==> src/core/hbs_ctrl_map.vh <==
`ifndef HBS_CTRL_MAP_VH
`define HBS_CTRL_MAP_VH

// frame layout
`define HBS_FRAME_W       16
`define HBS_ADDR_MSB      15
`define HBS_ADDR_LSB      12
`define HBS_TOGGLE_BIT    11
`define HBS_EXT_BIT       10

// register addresses
`define HBS_ADDR_READBACK 4'h0
`define HBS_ADDR_DRVMODE  4'h1
`define HBS_ADDR_PWMEN    4'h2
`define HBS_ADDR_PWMSRC   4'h3
`define HBS_ADDR_DIAG     4'hc
`define HBS_ADDR_UNUSED   4'hd
`define HBS_ADDR_DEGLITCH 4'he

// readback_and_enable_reg fields
`define HBS_PERSIST_BIT   10
`define HBS_IDX_MSB       9
`define HBS_IDX_LSB       7
`define HBS_IDX_W         3
`define HBS_IDX_RESET     3'h0

// drive_mode_reg fields
`define HBS_DRIVE_SUPPLY_ENABLE_BIT    10
`define HBS_PUMP_SW_BIT   9
`define HBS_WD_SEL_BIT    8
`define HBS_SPLIT7_BIT    7

// pwm_source_reg fields
`define HBS_SRC_LOW_W     10
`define HBS_SRC_HIGH_W    4

// shared channel width and control reset value
`define HBS_NCH           7
`define HBS_CTRL_RESET    1'b0

// watchdog timing
`define HBS_CLK_KHZ       40000
`define HBS_WD_SHORT_MS   25
`define HBS_WD_LONG_MS    500

`endif

==> src/core/hbs_ctrl.v <==
// Operation
// frame bits 15..12 address, bit 10 half
// fixed address map, thirteen unused
// reg0: persist, status index, enables
// persist clear: index used once, then zero
// persist set: index kept until rewritten
// index picks one of eight status words
// enable bit zero tri-states channel output
// reg1: supply, pump, watchdog, split, sides
// supply enable gates pump and drive currents
// pump switch connects switched pump output
// watchdog timeout 25 ms or 500 ms
// split select runs channel 7 split
// side select picks high or low
// reg2 upper bits zero, PWM per channel
// source reg halves hold two-bit fields
// host changes drive settings while disabled
// host steps pre-charge code one at a time
// source code picks PWM input one-four
// reset clears every control bit
// toggle bit flips each frame, watchdog
// undefined command faults to safe state
// bad address or half stores nothing
`timescale 1ns/1ps
`include "hbs_ctrl_map.vh"
module hbs_ctrl #(
  parameter WD_SHORT_CYC = `HBS_WD_SHORT_MS * `HBS_CLK_KHZ,
  parameter WD_LONG_CYC  = `HBS_WD_LONG_MS * `HBS_CLK_KHZ,
  parameter WD_W         = 25
) (
  input  wire                      clock_in,
  input  wire                      srst_in,
  input  wire                      sclk_in,
  input  wire                      csb_n_in,
  input  wire                      si_in,
  input  wire [3:0]                pwm_in,
  input  wire [8*`HBS_FRAME_W-1:0] status_words_in,
  output wire                      so_out,
  output wire                      so_oe_out,
  output reg  [`HBS_NCH-1:0]       channel_output_enable_out,
  output reg  [`HBS_NCH-1:0]       channel_drive_out,
  output reg  [`HBS_NCH-1:0]       channel_side_select_out,
  output reg  [`HBS_NCH-1:0]       channel_pwm_select_out,
  output reg  [13:0]               pwm_source_field_out,
  output reg                       drive_supply_enable_out,
  output reg                       pump_switch_enable_out,
  output reg                       watchdog_timeout_select_out,
  output reg                       channel7_split_select_out,
  output reg  [`HBS_IDX_W-1:0]     status_word_index_out,
  output reg                       serial_fault_out
);

  localparam [31:0]     WD_SHORT_M1   = WD_SHORT_CYC - 1;
  localparam [31:0]     WD_LONG_M1    = WD_LONG_CYC - 1;
  // counter width must cover the long timeout, upper bits cut on purpose
  localparam [WD_W-1:0] WD_SHORT_LAST = WD_SHORT_M1[WD_W-1:0];
  localparam [WD_W-1:0] WD_LONG_LAST  = WD_LONG_M1[WD_W-1:0];

  wire [5:0]              pins_s;
  wire [`HBS_FRAME_W-1:0] rx_word;
  wire [`HBS_FRAME_W-1:0] tx_word;
  wire                    frame;
  wire                    length_ok;

  reg                     persist_q;
  reg [`HBS_IDX_W-1:0]    idx_q;
  reg [`HBS_NCH-1:0]      oe_q;
  reg                     drive_supply_enable_q;
  reg                     pump_sw_q;
  reg                     wd_sel_q;
  reg                     split7_q;
  reg [`HBS_NCH-1:0]      side_q;
  reg [`HBS_NCH-1:0]      pwm_sel_q;
  reg [`HBS_SRC_LOW_W+`HBS_SRC_HIGH_W-1:0] src_q;
  reg                     toggle_exp_q;
  reg [WD_W-1:0]          wd_cnt_q;
  reg                     fault_q;

  hbs_sync #(
    .W     (6),
    .RESET (1'b0)
  ) u_sync_data (
    .clock_in (clock_in),
    .srst_in  (srst_in),
    .async_in ({pwm_in, si_in, sclk_in}),
    .sync_out (pins_s)
  );

  wire csb_n_s;

  hbs_sync #(
    .W     (1),
    .RESET (1'b1)
  ) u_sync_cs (
    .clock_in (clock_in),
    .srst_in  (srst_in),
    .async_in (csb_n_in),
    .sync_out (csb_n_s)
  );

  wire       sclk_s = pins_s[0];
  wire       si_s   = pins_s[1];
  wire [3:0] pwm_s  = pins_s[5:2];

  // word picked at chip select fall answers the previous command
  assign tx_word = status_words_in[{idx_q, 4'h0} +: `HBS_FRAME_W];

  hbs_spi_shift u_shift (
    .clock_in      (clock_in),
    .srst_in       (srst_in),
    .sclk_in       (sclk_s),
    .csb_n_in      (csb_n_s),
    .si_in         (si_s),
    .tx_word_in    (tx_word),
    .frame_out     (frame),
    .length_ok_out (length_ok),
    .rx_word_out   (rx_word),
    .so_out        (so_out),
    .so_oe_out     (so_oe_out)
  );

  wire [3:0] addr   = rx_word[`HBS_ADDR_MSB:`HBS_ADDR_LSB];
  wire       ext    = rx_word[`HBS_EXT_BIT];
  wire       toggle = rx_word[`HBS_TOGGLE_BIT];

  // unused bits set, fixed half bit wrong, or unused address
  wire undef =
    (addr == `HBS_ADDR_UNUSED) |
    ((addr == `HBS_ADDR_PWMEN) & (rx_word[10:7] != 4'h0)) |
    ((addr == `HBS_ADDR_PWMSRC) & ext &
     (rx_word[9:4] != 6'h00)) |
    (((addr == `HBS_ADDR_DIAG) | (addr == `HBS_ADDR_DEGLITCH)) &
     ext);

  wire frame_good = frame & length_ok & ~undef &
                    (toggle == toggle_exp_q);
  wire frame_bad  = frame & ~frame_good;

  wire [WD_W-1:0] wd_last = wd_sel_q ? WD_LONG_LAST : WD_SHORT_LAST;
  wire            wd_expire = (wd_cnt_q == wd_last);

  always @(posedge clock_in) begin
    if (srst_in) begin
      toggle_exp_q <= 1'b0;
      wd_cnt_q     <= {WD_W{1'b0}};
      fault_q      <= 1'b0;
    end else begin
      if (frame_good)
        toggle_exp_q <= ~toggle_exp_q;
      if (frame_good)
        wd_cnt_q <= {WD_W{1'b0}};
      else if (!wd_expire)
        wd_cnt_q <= wd_cnt_q + {{(WD_W-1){1'b0}}, 1'b1};
      // sticky until reset so a stray host cannot re-arm the bridge
      if (frame_bad | wd_expire)
        fault_q <= 1'b1;
    end
  end

  always @(posedge clock_in) begin
    if (srst_in) begin
      persist_q <= `HBS_CTRL_RESET;
      idx_q     <= `HBS_IDX_RESET;
      oe_q      <= {`HBS_NCH{`HBS_CTRL_RESET}};
      drive_supply_enable_q  <= `HBS_CTRL_RESET;
      pump_sw_q <= `HBS_CTRL_RESET;
      wd_sel_q  <= `HBS_CTRL_RESET;
      split7_q  <= `HBS_CTRL_RESET;
      side_q    <= {`HBS_NCH{`HBS_CTRL_RESET}};
      pwm_sel_q <= {`HBS_NCH{`HBS_CTRL_RESET}};
      src_q     <= {(`HBS_SRC_LOW_W+`HBS_SRC_HIGH_W){1'b0}};
    end else if (frame) begin
      // a consumed read falls back to word zero
      if (!persist_q)
        idx_q <= `HBS_IDX_RESET;
      if (frame_good) begin
        case (addr)
          `HBS_ADDR_READBACK: begin
            persist_q <= rx_word[`HBS_PERSIST_BIT];
            idx_q     <= rx_word[`HBS_IDX_MSB:`HBS_IDX_LSB];
            oe_q      <= rx_word[`HBS_NCH-1:0];
          end
          `HBS_ADDR_DRVMODE: begin
            drive_supply_enable_q  <= rx_word[`HBS_DRIVE_SUPPLY_ENABLE_BIT];
            pump_sw_q <= rx_word[`HBS_PUMP_SW_BIT];
            wd_sel_q  <= rx_word[`HBS_WD_SEL_BIT];
            split7_q  <= rx_word[`HBS_SPLIT7_BIT];
            side_q    <= rx_word[`HBS_NCH-1:0];
          end
          `HBS_ADDR_PWMEN: begin
            pwm_sel_q <= rx_word[`HBS_NCH-1:0];
          end
          `HBS_ADDR_PWMSRC: begin
            if (ext)
              src_q[13:10] <= rx_word[`HBS_SRC_HIGH_W-1:0];
            else
              src_q[9:0] <= rx_word[`HBS_SRC_LOW_W-1:0];
          end
          default: begin
          end
        endcase
      end
    end
  end

  // fault gates everything that can move a load
  always @(posedge clock_in) begin
    if (srst_in) begin
      channel_output_enable_out   <= {`HBS_NCH{1'b0}};
      channel_side_select_out     <= {`HBS_NCH{1'b0}};
      channel_pwm_select_out      <= {`HBS_NCH{1'b0}};
      pwm_source_field_out        <= 14'h0000;
      drive_supply_enable_out     <= 1'b0;
      pump_switch_enable_out      <= 1'b0;
      watchdog_timeout_select_out <= 1'b0;
      channel7_split_select_out   <= 1'b0;
      status_word_index_out       <= `HBS_IDX_RESET;
      serial_fault_out            <= 1'b0;
    end else begin
      channel_output_enable_out   <= oe_q & {`HBS_NCH{~fault_q}};
      channel_side_select_out     <= side_q;
      channel_pwm_select_out      <= pwm_sel_q;
      pwm_source_field_out        <= src_q;
      drive_supply_enable_out     <= drive_supply_enable_q & ~fault_q;
      pump_switch_enable_out      <= pump_sw_q & ~fault_q;
      watchdog_timeout_select_out <= wd_sel_q;
      channel7_split_select_out   <= split7_q;
      status_word_index_out       <= idx_q;
      serial_fault_out            <= fault_q;
    end
  end

  // per channel: full on, or the routed PWM input
  genvar c;
  generate
    for (c = 0; c < `HBS_NCH; c = c + 1) begin : g_ch
      wire [1:0] src = src_q[2*c +: 2];
      wire       pwm_bit = pwm_s[src];
      always @(posedge clock_in) begin
        if (srst_in)
          channel_drive_out[c] <= 1'b0;
        else
          channel_drive_out[c] <= oe_q[c] & ~fault_q &
                                  (pwm_sel_q[c] ? pwm_bit : 1'b1);
      end
    end
  endgenerate

endmodule // hbs_ctrl

==> src/core/hbs_sync.v <==
`timescale 1ns/1ps
module hbs_sync #(
  parameter       W      = 1,
  parameter [0:0] RESET  = 1'b0
) (
  input  wire         clock_in,
  input  wire         srst_in,
  input  wire [W-1:0] async_in,
  output wire [W-1:0] sync_out
);

  genvar i;
  generate
    for (i = 0; i < W; i = i + 1) begin : g_bit
      reg meta_q;
      reg sync_q;
      always @(posedge clock_in) begin
        if (srst_in) begin
          meta_q <= RESET;
          sync_q <= RESET;
        end else begin
          meta_q <= async_in[i];
          sync_q <= meta_q;
        end
      end
      assign sync_out[i] = sync_q;
    end
  endgenerate

endmodule // hbs_sync

==> src/core/hbs_spi_shift.v <==
`timescale 1ns/1ps
`include "hbs_ctrl_map.vh"
module hbs_spi_shift (
  input  wire                   clock_in,
  input  wire                   srst_in,
  input  wire                   sclk_in,
  input  wire                   csb_n_in,
  input  wire                   si_in,
  input  wire [`HBS_FRAME_W-1:0] tx_word_in,
  output reg                    frame_out,
  output reg                    length_ok_out,
  output reg  [`HBS_FRAME_W-1:0] rx_word_out,
  output reg                    so_out,
  output reg                    so_oe_out
);

  reg                    sclk_d_q;
  reg                    csb_d_q;
  reg [`HBS_FRAME_W-1:0] sh_q;
  reg [3:0]              cnt_q;
  reg                    seen_q;

  wire rise   = sclk_in & ~sclk_d_q;
  wire fall   = ~sclk_in & sclk_d_q;
  wire cs_on  = ~csb_n_in & csb_d_q;
  wire cs_off = csb_n_in & ~csb_d_q;

  // one register serves both ways: what is shifted in pushes the
  // status word out, so longer daisy-chained frames pass through
  always @(posedge clock_in) begin
    if (srst_in) begin
      sclk_d_q      <= 1'b0;
      csb_d_q       <= 1'b1;
      sh_q          <= {`HBS_FRAME_W{1'b0}};
      cnt_q         <= 4'h0;
      seen_q        <= 1'b0;
      frame_out     <= 1'b0;
      length_ok_out <= 1'b0;
      rx_word_out   <= {`HBS_FRAME_W{1'b0}};
      so_out        <= 1'b0;
      so_oe_out     <= 1'b0;
    end else begin
      sclk_d_q  <= sclk_in;
      csb_d_q   <= csb_n_in;
      frame_out <= 1'b0;
      if (cs_on) begin
        sh_q      <= tx_word_in;
        cnt_q     <= 4'h0;
        seen_q    <= 1'b0;
        so_oe_out <= 1'b1;
        so_out    <= tx_word_in[`HBS_FRAME_W-1];
      end else if (cs_off) begin
        so_oe_out     <= 1'b0;
        frame_out     <= 1'b1;
        length_ok_out <= seen_q & (cnt_q == 4'h0);
        rx_word_out   <= sh_q;
      end else if (~csb_n_in) begin
        if (rise)
          so_out <= sh_q[`HBS_FRAME_W-1];
        if (fall) begin
          sh_q   <= {sh_q[`HBS_FRAME_W-2:0], si_in};
          cnt_q  <= cnt_q + 4'h1;
          seen_q <= 1'b1;
        end
      end
    end
  end

endmodule // hbs_spi_shift

==> config.mk <==
export PLATFORM = sky130hd
export DESIGN_NAME = hbs_ctrl
export DESIGN_NICKNAME = d
export VERILOG_FILES = /design/src/core/hbs_ctrl.v /design/src/core/hbs_sync.v /design/src/core/hbs_spi_shift.v
export VERILOG_INCLUDE_DIRS = /design/src /design/src/core
export SDC_FILE = /design/constraint.sdc
export NUM_CORES = 1
export LEC_CHECK = 0
export BUFFER_PORTS_ARGS = -buffer_cell sky130_fd_sc_hd__buf_2
export CAP_MARGIN = 20
export CORE_UTILIZATION = 35
export CTS_CLUSTER_DIAMETER = 50
export DETAILED_ROUTE_END_ITERATION = 8
export HOLD_SLACK_MARGIN = 0.1
export MAX_ROUTING_LAYER = met4
export PLACE_DENSITY = 0.55
export SYNTH_ARGS = -nofsm -noshare
export SYNTH_HDL_FRONTEND = slang
export SYNTH_SLANG_ARGS = --single-unit
==> constraint.sdc <==
create_clock -name clock_in -period 2.6 [get_ports clock_in]
set_input_delay 0.13 -clock clock_in [delete_from_list [all_inputs] [get_ports clock_in]]
set_output_delay 0.13 -clock clock_in [all_outputs]
set_load 0.02 [all_outputs]
## Word-level counts from Yosys, hierarchy flattened

Cells that the tools add are included.

| cells by class | value |
|---|---|
| add/sub/neg operators | 2 |
| $lt $le $gt $ge | 7 |
| eq/ne operators | 10 |
| shifts and indexed selects | 1 |
| mux-type cells | 36 |
| bitwise operators | 46 |
| reduce and logical (&&, ||, !) cells | 18 |

Operator list:

| cell | number |
|---|---|
| $shiftx 128x8->16 | 1 |
| $mux 16 | 4 |
| $and 1x1->1 | 29 |
| $add 25x1->25 const B | 1 |
| $eq 25x25->1 | 1 |
| $mux 25 | 1 |
| $lt 2x3->1 const B | 7 |
| $mux 1 | 21 |
| $reduce_and 3->1 | 6 |
| $bmux 1 s2 | 7 |
| $eq 4x4->1 const B | 3 |
| $not 1->1 | 11 |
| $mux 3 | 3 |
| $eq 4x2->1 const B | 2 |
| $logic_not 4->1 | 2 |
| $reduce_and 4->1 | 2 |
| $and 7x7->7 | 1 |
| $reduce_bool 2->1 | 3 |
| $reduce_bool 6->1 | 1 |
| $or 1x1->1 | 5 |
| $add 4x1->4 const B | 1 |
| $eq 4x1->1 const B | 1 |
| $ne 2x1->1 const B | 2 |
| $reduce_bool 4->1 | 1 |
| other kinds (3) | 4 |

| word-level totals | value |
|---|---|
| flip-flop bits (word level) | 177 |
| output and inout bits | 52 |
| logic and storage cells | 175 |

## Logic depth before layout (Yosys ltp)

| depth | value |
|---|---|
| word-level depth | 11 |
| gate-level depth with buffers | 8 |
| depth with buffers taken out | 6 |

## Hierarchy

A second synthesis with hierarchy kept.

| second synthesis, totals | value |
|---|---|
| cell total of the unflattened synthesis | 719 |
| area total of the unflattened synthesis | 7816.2 um^2 |

Modules (own cells, without submodules):

| module | instances | cells each | area an instance (um^2) | seq. area each (um^2) |
|---|---|---|---|---|
| hbs_ctrl | 1 | 504 | 5502.8 | 2402.3 |
| hbs_spi_shift | 1 | 180 | 1849.3 | 860.8 |
| hbs_sync (u_sync_data) | 1 | 31 | 411.6 | 240.2 |
| hbs_sync (u_sync_cs) | 1 | 4 | 52.6 | 40.0 |

## Worst setup path before layout

Ideal clock, no wire load.

| path | value |
|---|---|
| kind | register to register |
| start | register wd_cnt_q[0] |
| end | register wd_cnt_q[22] |
| arrival time | 1.796 ns |
| setup slack | 0.689 ns |
| stages on the path, launching flop included | 8 |
| clock period less this slack | 1.911 ns |
| path through | dfxtp_1 -> ha_1 -> inv_1 -> or4_1 -> buf_2 -> nor4_2 -> xnor2_1 -> nor2_1 |

| on the way | value |
|---|---|
| longest elaborated chain between the ends | 1 |

RTL lines:

| what | RTL line | RTL |
|---|---|---|
| from (decl) | hbs_ctrl.v:76 | `reg [WD_W-1:0] wd_cnt_q;` |
| from (signal assigned) | hbs_ctrl.v:145 | `wd_cnt_q <= {WD_W{1'b0}};` |
| from (signal assigned) | hbs_ctrl.v:151 | `wd_cnt_q <= {WD_W{1'b0}};` |
| from (signal assigned) | hbs_ctrl.v:153 | `wd_cnt_q <= wd_cnt_q + {{(WD_W-1){1'b0}}, 1'b1};` |
| $add 25x1->25 / $eq 25x25->1 (equally long branches) | hbs_ctrl.v:153, hbs_ctrl.v:140 |  |

Several ways; a longest one is shown, not always the timed one.
A chain may end at the register's enable or synchronous reset.

## Final worst setup path

| path | value |
|---|---|
| start | register u_shift.rx_word_out[12] |
| end | register wd_cnt_q[24] |

| on the way | value |
|---|---|
| longest elaborated chain between the ends | 9 |

RTL lines:

| what | RTL line | RTL |
|---|---|---|
| from (decl) | hbs_spi_shift.v:12 | `` output reg [`HBS_FRAME_W-1:0] rx_word_out, `` |
| from (signal assigned) | hbs_spi_shift.v:39 | `` rx_word_out <= {`HBS_FRAME_W{1'b0}}; `` |
| from (signal assigned) | hbs_spi_shift.v:56 | `rx_word_out <= sh_q;` |
| $eq 4x2->1 | - |  |
| $and 1x1->1 (on tied branches) | hbs_ctrl.v:129, hbs_ctrl.v:130 |  |
| $or 1x1->1 / $and 1x1->1 (equally long branches) | hbs_ctrl.v:128, hbs_ctrl.v:130 |  |
| $or 1x1->1 | hbs_ctrl.v:128 | `` (addr == `HBS_ADDR_UNUSED) \| `` |
| $or 1x1->1 (*) | hbs_ctrl.v:128 |  |
| $not 1->1 (*) | hbs_ctrl.v:135 | `wire frame_good = frame & length_ok & ~undef &` |
| $and 1x1->1 (*) (2 in a row) | hbs_ctrl.v:135 |  |
| $reduce_or 2->1 (no source line) (*) | - |  |

Mark *: on every way between the ends. The rest lies on a longest branch, timed or not.

==> run_results.csv <==
group,metric,value,unit
yosys,postSynthAreaPerCell,10.6,um^2
routing,first_iter_violations,222,
pwr,p_leak,3.80,nW
floorplan,fp.dieW,148,um
clock_tree,cts_resized,0,
final_layout,area_growth,25.0,%
clock_tree,cts_root_buf,"clkbuf_16",
yosys,synth_commonest_cells,"dfxtp_1, nor2_1, mux2i_1",
critical_path,crit_chain,"nor2b_1 -> a311oi_1 -> o211a_1 -> or2_1 -> nor2_1",
final_layout,final_area,9350,um^2
place,globalplace.congestion,0.849,
yosys,async_flop_share,0,%
floorplan,fp.dieH,148,um
hold_path,min_from,"status_words_in[66]",
clock_tree,clock_latency,0.43,ns
timing,relSlewSlack,34.1,%
routing,firstDrtPassIters,4,
critical_path,crit_type,"reg -> reg",
place,place_area,8690,um^2
yosys,yosysMostFrequentCell,"dfxtp_1",
yosys,syn_inst,707,
routing,final_antenna_net_count,0,
critical_path,path_max_fanout,26,
timing,fin_crit,2.22,ns
place,pre_cts_slack,0.355,ns
timing,finalSetupViolCount,0,
floorplan,io_pins,189,
critical_path,cpPeakStageDelay,0.76,ns
pwr,peakVddDrop,0.271,mV
yosys,synth_seq_cells,177,
yosys,ys.flop_type,"dfxtp_1",
timing,fin_tns_setup,0,ns
timing,tightest_slew,0.989,ns
yosys,yosysUniqueCellTypes,49,
global_routing,antenna_found_initial,3,
clock_tree,cts_buffer_depth,2,
run_status,outcome,"complete, no violations",
timing,slew_viol_final,0,
clock_tree,clock-sinks,177,
clock_tree,clkTransAtPathRegs,0.07,ns
flow_run,max_cap_violations,0,
timing,finalCritPeriodShare,85.5,%
yosys,syn_nets,849,
routing,drt-vias-per-instance,4.89,
routing,finalWirelength,18600,um
clock_tree,postCtsSetupBuffers,0,
global_routing,grt_pass1_wl,30000,um
floorplan,initial_core_util,35.7,%
timing,max_freq,450,MHz
critical_path,start_kind,"register",
critical_path,crit_required,2.87,ns
clock_tree,cts_tree,"built",
yosys,yosysSeqAreaShare,47.4,%
critical_path,cp-end-kind,"register",
yosys,synth_area_leader_cell,"dfxtp_1",
yosys,yosysWarnings,0,
floorplan,coreArea,21000,um^2
timing,grt_setup_unrepaired,"false",
pwr,power_density,584,nW/um^2
critical_path,r2r-start,"u_shift.rx_word_out[12]$_SDFFE_PP0P_",
place,portBuffers,188,
timing,report.final.hold_viol_count,0,
timing,setup_slack,0.376,ns
critical_path,crit_start,"u_shift.rx_word_out[12]$_SDFFE_PP0P_",
clock_tree,h-tree-depth,4,
timing,finalClockSkew,0.0110,ns
final_layout,drive_above_1_share,31.4,%
global_routing,overflow,0,
critical_path,arrival,2.49,ns
yosys,syn_area,7480,um^2
yosys,synth_area_leaders,"dfxtp_1, mux4_2, mux2i_1, nor2_1, nor2b_1",
critical_path,crit_buf_inv,0,
clock_tree,cts_buffers,17,
floorplan,rows,53,
critical_path,slowest_stage,"or2_1",
floorplan,dieArea,22000,um^2
yosys,synth-edff-count,0,
routing,num_vias,5786,
global_routing,grt_max_degree,56,
routing,wl_per_cell,15.8,um
routing,route.detailed.drc,0,
critical_path,crit_family,"simple AND/OR/NAND/NOR gates",
timing,holdWs,0.322,ns
global_routing,first_global_vias,5730,
global_routing,track_usage,18.3,%
final_layout,nNetsFinal,1034,
yosys,yosys.area.top_type_share,47.4,%
place,dp_hpwl,13900,um
hold_path,hold_path_class,"in -> reg",
placed cells by master (no fill, tap or decap), types with 3 or more instances in the layout:
| master | instances |
|---|---|
| o21ai_0 | 19 |
| or2_2 | 3 |
| nand4_1 | 13 |
| nand2_1 | 30 |
| xor2_1 | 11 |
| a311oi_1 | 3 |
| nor2_1 | 99 |
| dfxtp_1 | 176 |
| buf_4 | 15 |
| clkbuf_16 | 17 |
| and2_1 | 10 |
| and3_1 | 3 |
| inv_1 | 17 |
| nor3_1 | 14 |
| and4_1 | 4 |
| ha_1 | 5 |
| clkinv_4 | 3 |
| nor2b_1 | 49 |
| or4_1 | 5 |
| diode_2 | 3 |
| a22oi_1 | 3 |
| buf_2 | 187 |
| dlygate4sd3_1 | 8 |
| nand3_1 | 9 |
| nand2b_1 | 3 |
| or3_1 | 6 |
| clkinvlp_4 | 3 |
| o2bb2ai_1 | 15 |
| nor4_1 | 5 |
| xnor2_1 | 11 |
| inv_6 | 6 |
| a21oi_1 | 7 |
| mux4_2 | 39 |
| mux2i_1 | 73 |
| a21boi_0 | 7 |
logic make-up (layout without fill, tap and decap cells):
family,Yosys count,count (layout),share of synthesized area [%]
AOI/OAI and AO/OA,64,64,5.89
xor gates and xnor gates,22,22,2.58
buffers and inverters,62,260,3.65
DFF,177,177,47.4
other,0,3,0
adders and majority gates,5,5,0.837
muxes,113,113,21.7
and+or+nand+nor,264,264,18.0
report_power, final:
part | switching, mW | internal, mW | leakage (nW)
clock | 1.12 | 1.30 | 0.271
sequential | 0.0188 | 2.73 | 1.43
combinational | 0.132 | 0.153 | 2.10
layer usage:
| layer | vias to the layer above | track usage (%) | part of all wire [%] |
|---|---|---|---|
| li1 | 2868 | - | - |
| met1 | 2710 | 22.6 | 45 |
| met2 | 188 | 29.6 | 48 |
| met3 | 20 | 3.28 | 4.4 |
| met4 | 0 | 7.53 | 2.1 |
| met5 | - | - | 0 |
worst min-delay path: stages:
cell and delay (ns):
buf_2 0.07, mux4_2 0.21, mux2i_1 0.06, nand2_1 0.06, o21ai_0 0.08, o2bb2ai_1 0.12
sequential cells by signal, indices dropped and copies added, names as in the netlist, 14 cells and up:
name                  flops
wd_cnt_q                 25
u_shift.rx_word_out      16
u_shift.sh_q             16
pwm_source_field_out     14
src_q                    14
through the flow:
| stage | util, % | instances | power, mW |
|---|---|---|---|
| after floorplan | - | 707 | 2.95 |
| after global placement | 41.5 | 1140 | 3.09 |
| after detailed placement | 41.5 | 1140 | 3.09 |
| after CTS | 44.6 | 1180 | 5.54 |
| after global routing | 44.6 | 1183 | 5.68 |
| final | 44.6 | 1183 | 5.46 |
path summary, 6_finish.rpt:
path                                         to  slack (ns)  cells after the start
setup / recovery      wd_cnt_q[24]$_SDFFE_PP0P_        0.38                      5
hold / removal     u_shift.sh_q[2]$_SDFFE_PP0P_        0.32                      6
setup reg to reg      wd_cnt_q[24]$_SDFFE_PP0P_        0.38                      5
hold reg to reg   u_sync_cs.sync_out$_SDFF_PP1_        0.43                      1
what timing repair did:
action | 4_1_cts | 5_1_grt
setup endpoints to repair | 0 | 0
hold buffers | 8 | 0
hold endpoints to repair | 22 | 0
final cells by class:
class,count,area (um^2)
fill,2103,11600
multi-input combinational,468,3670
sequential,177,3540
timing repair buffer,211,1150
clock buffer,19,453
tap,275,344
clock inverter,13,118
inverter,17,63.8
antenna,3,7.51
Note: power is estimated with default switching activity, not from simulation.
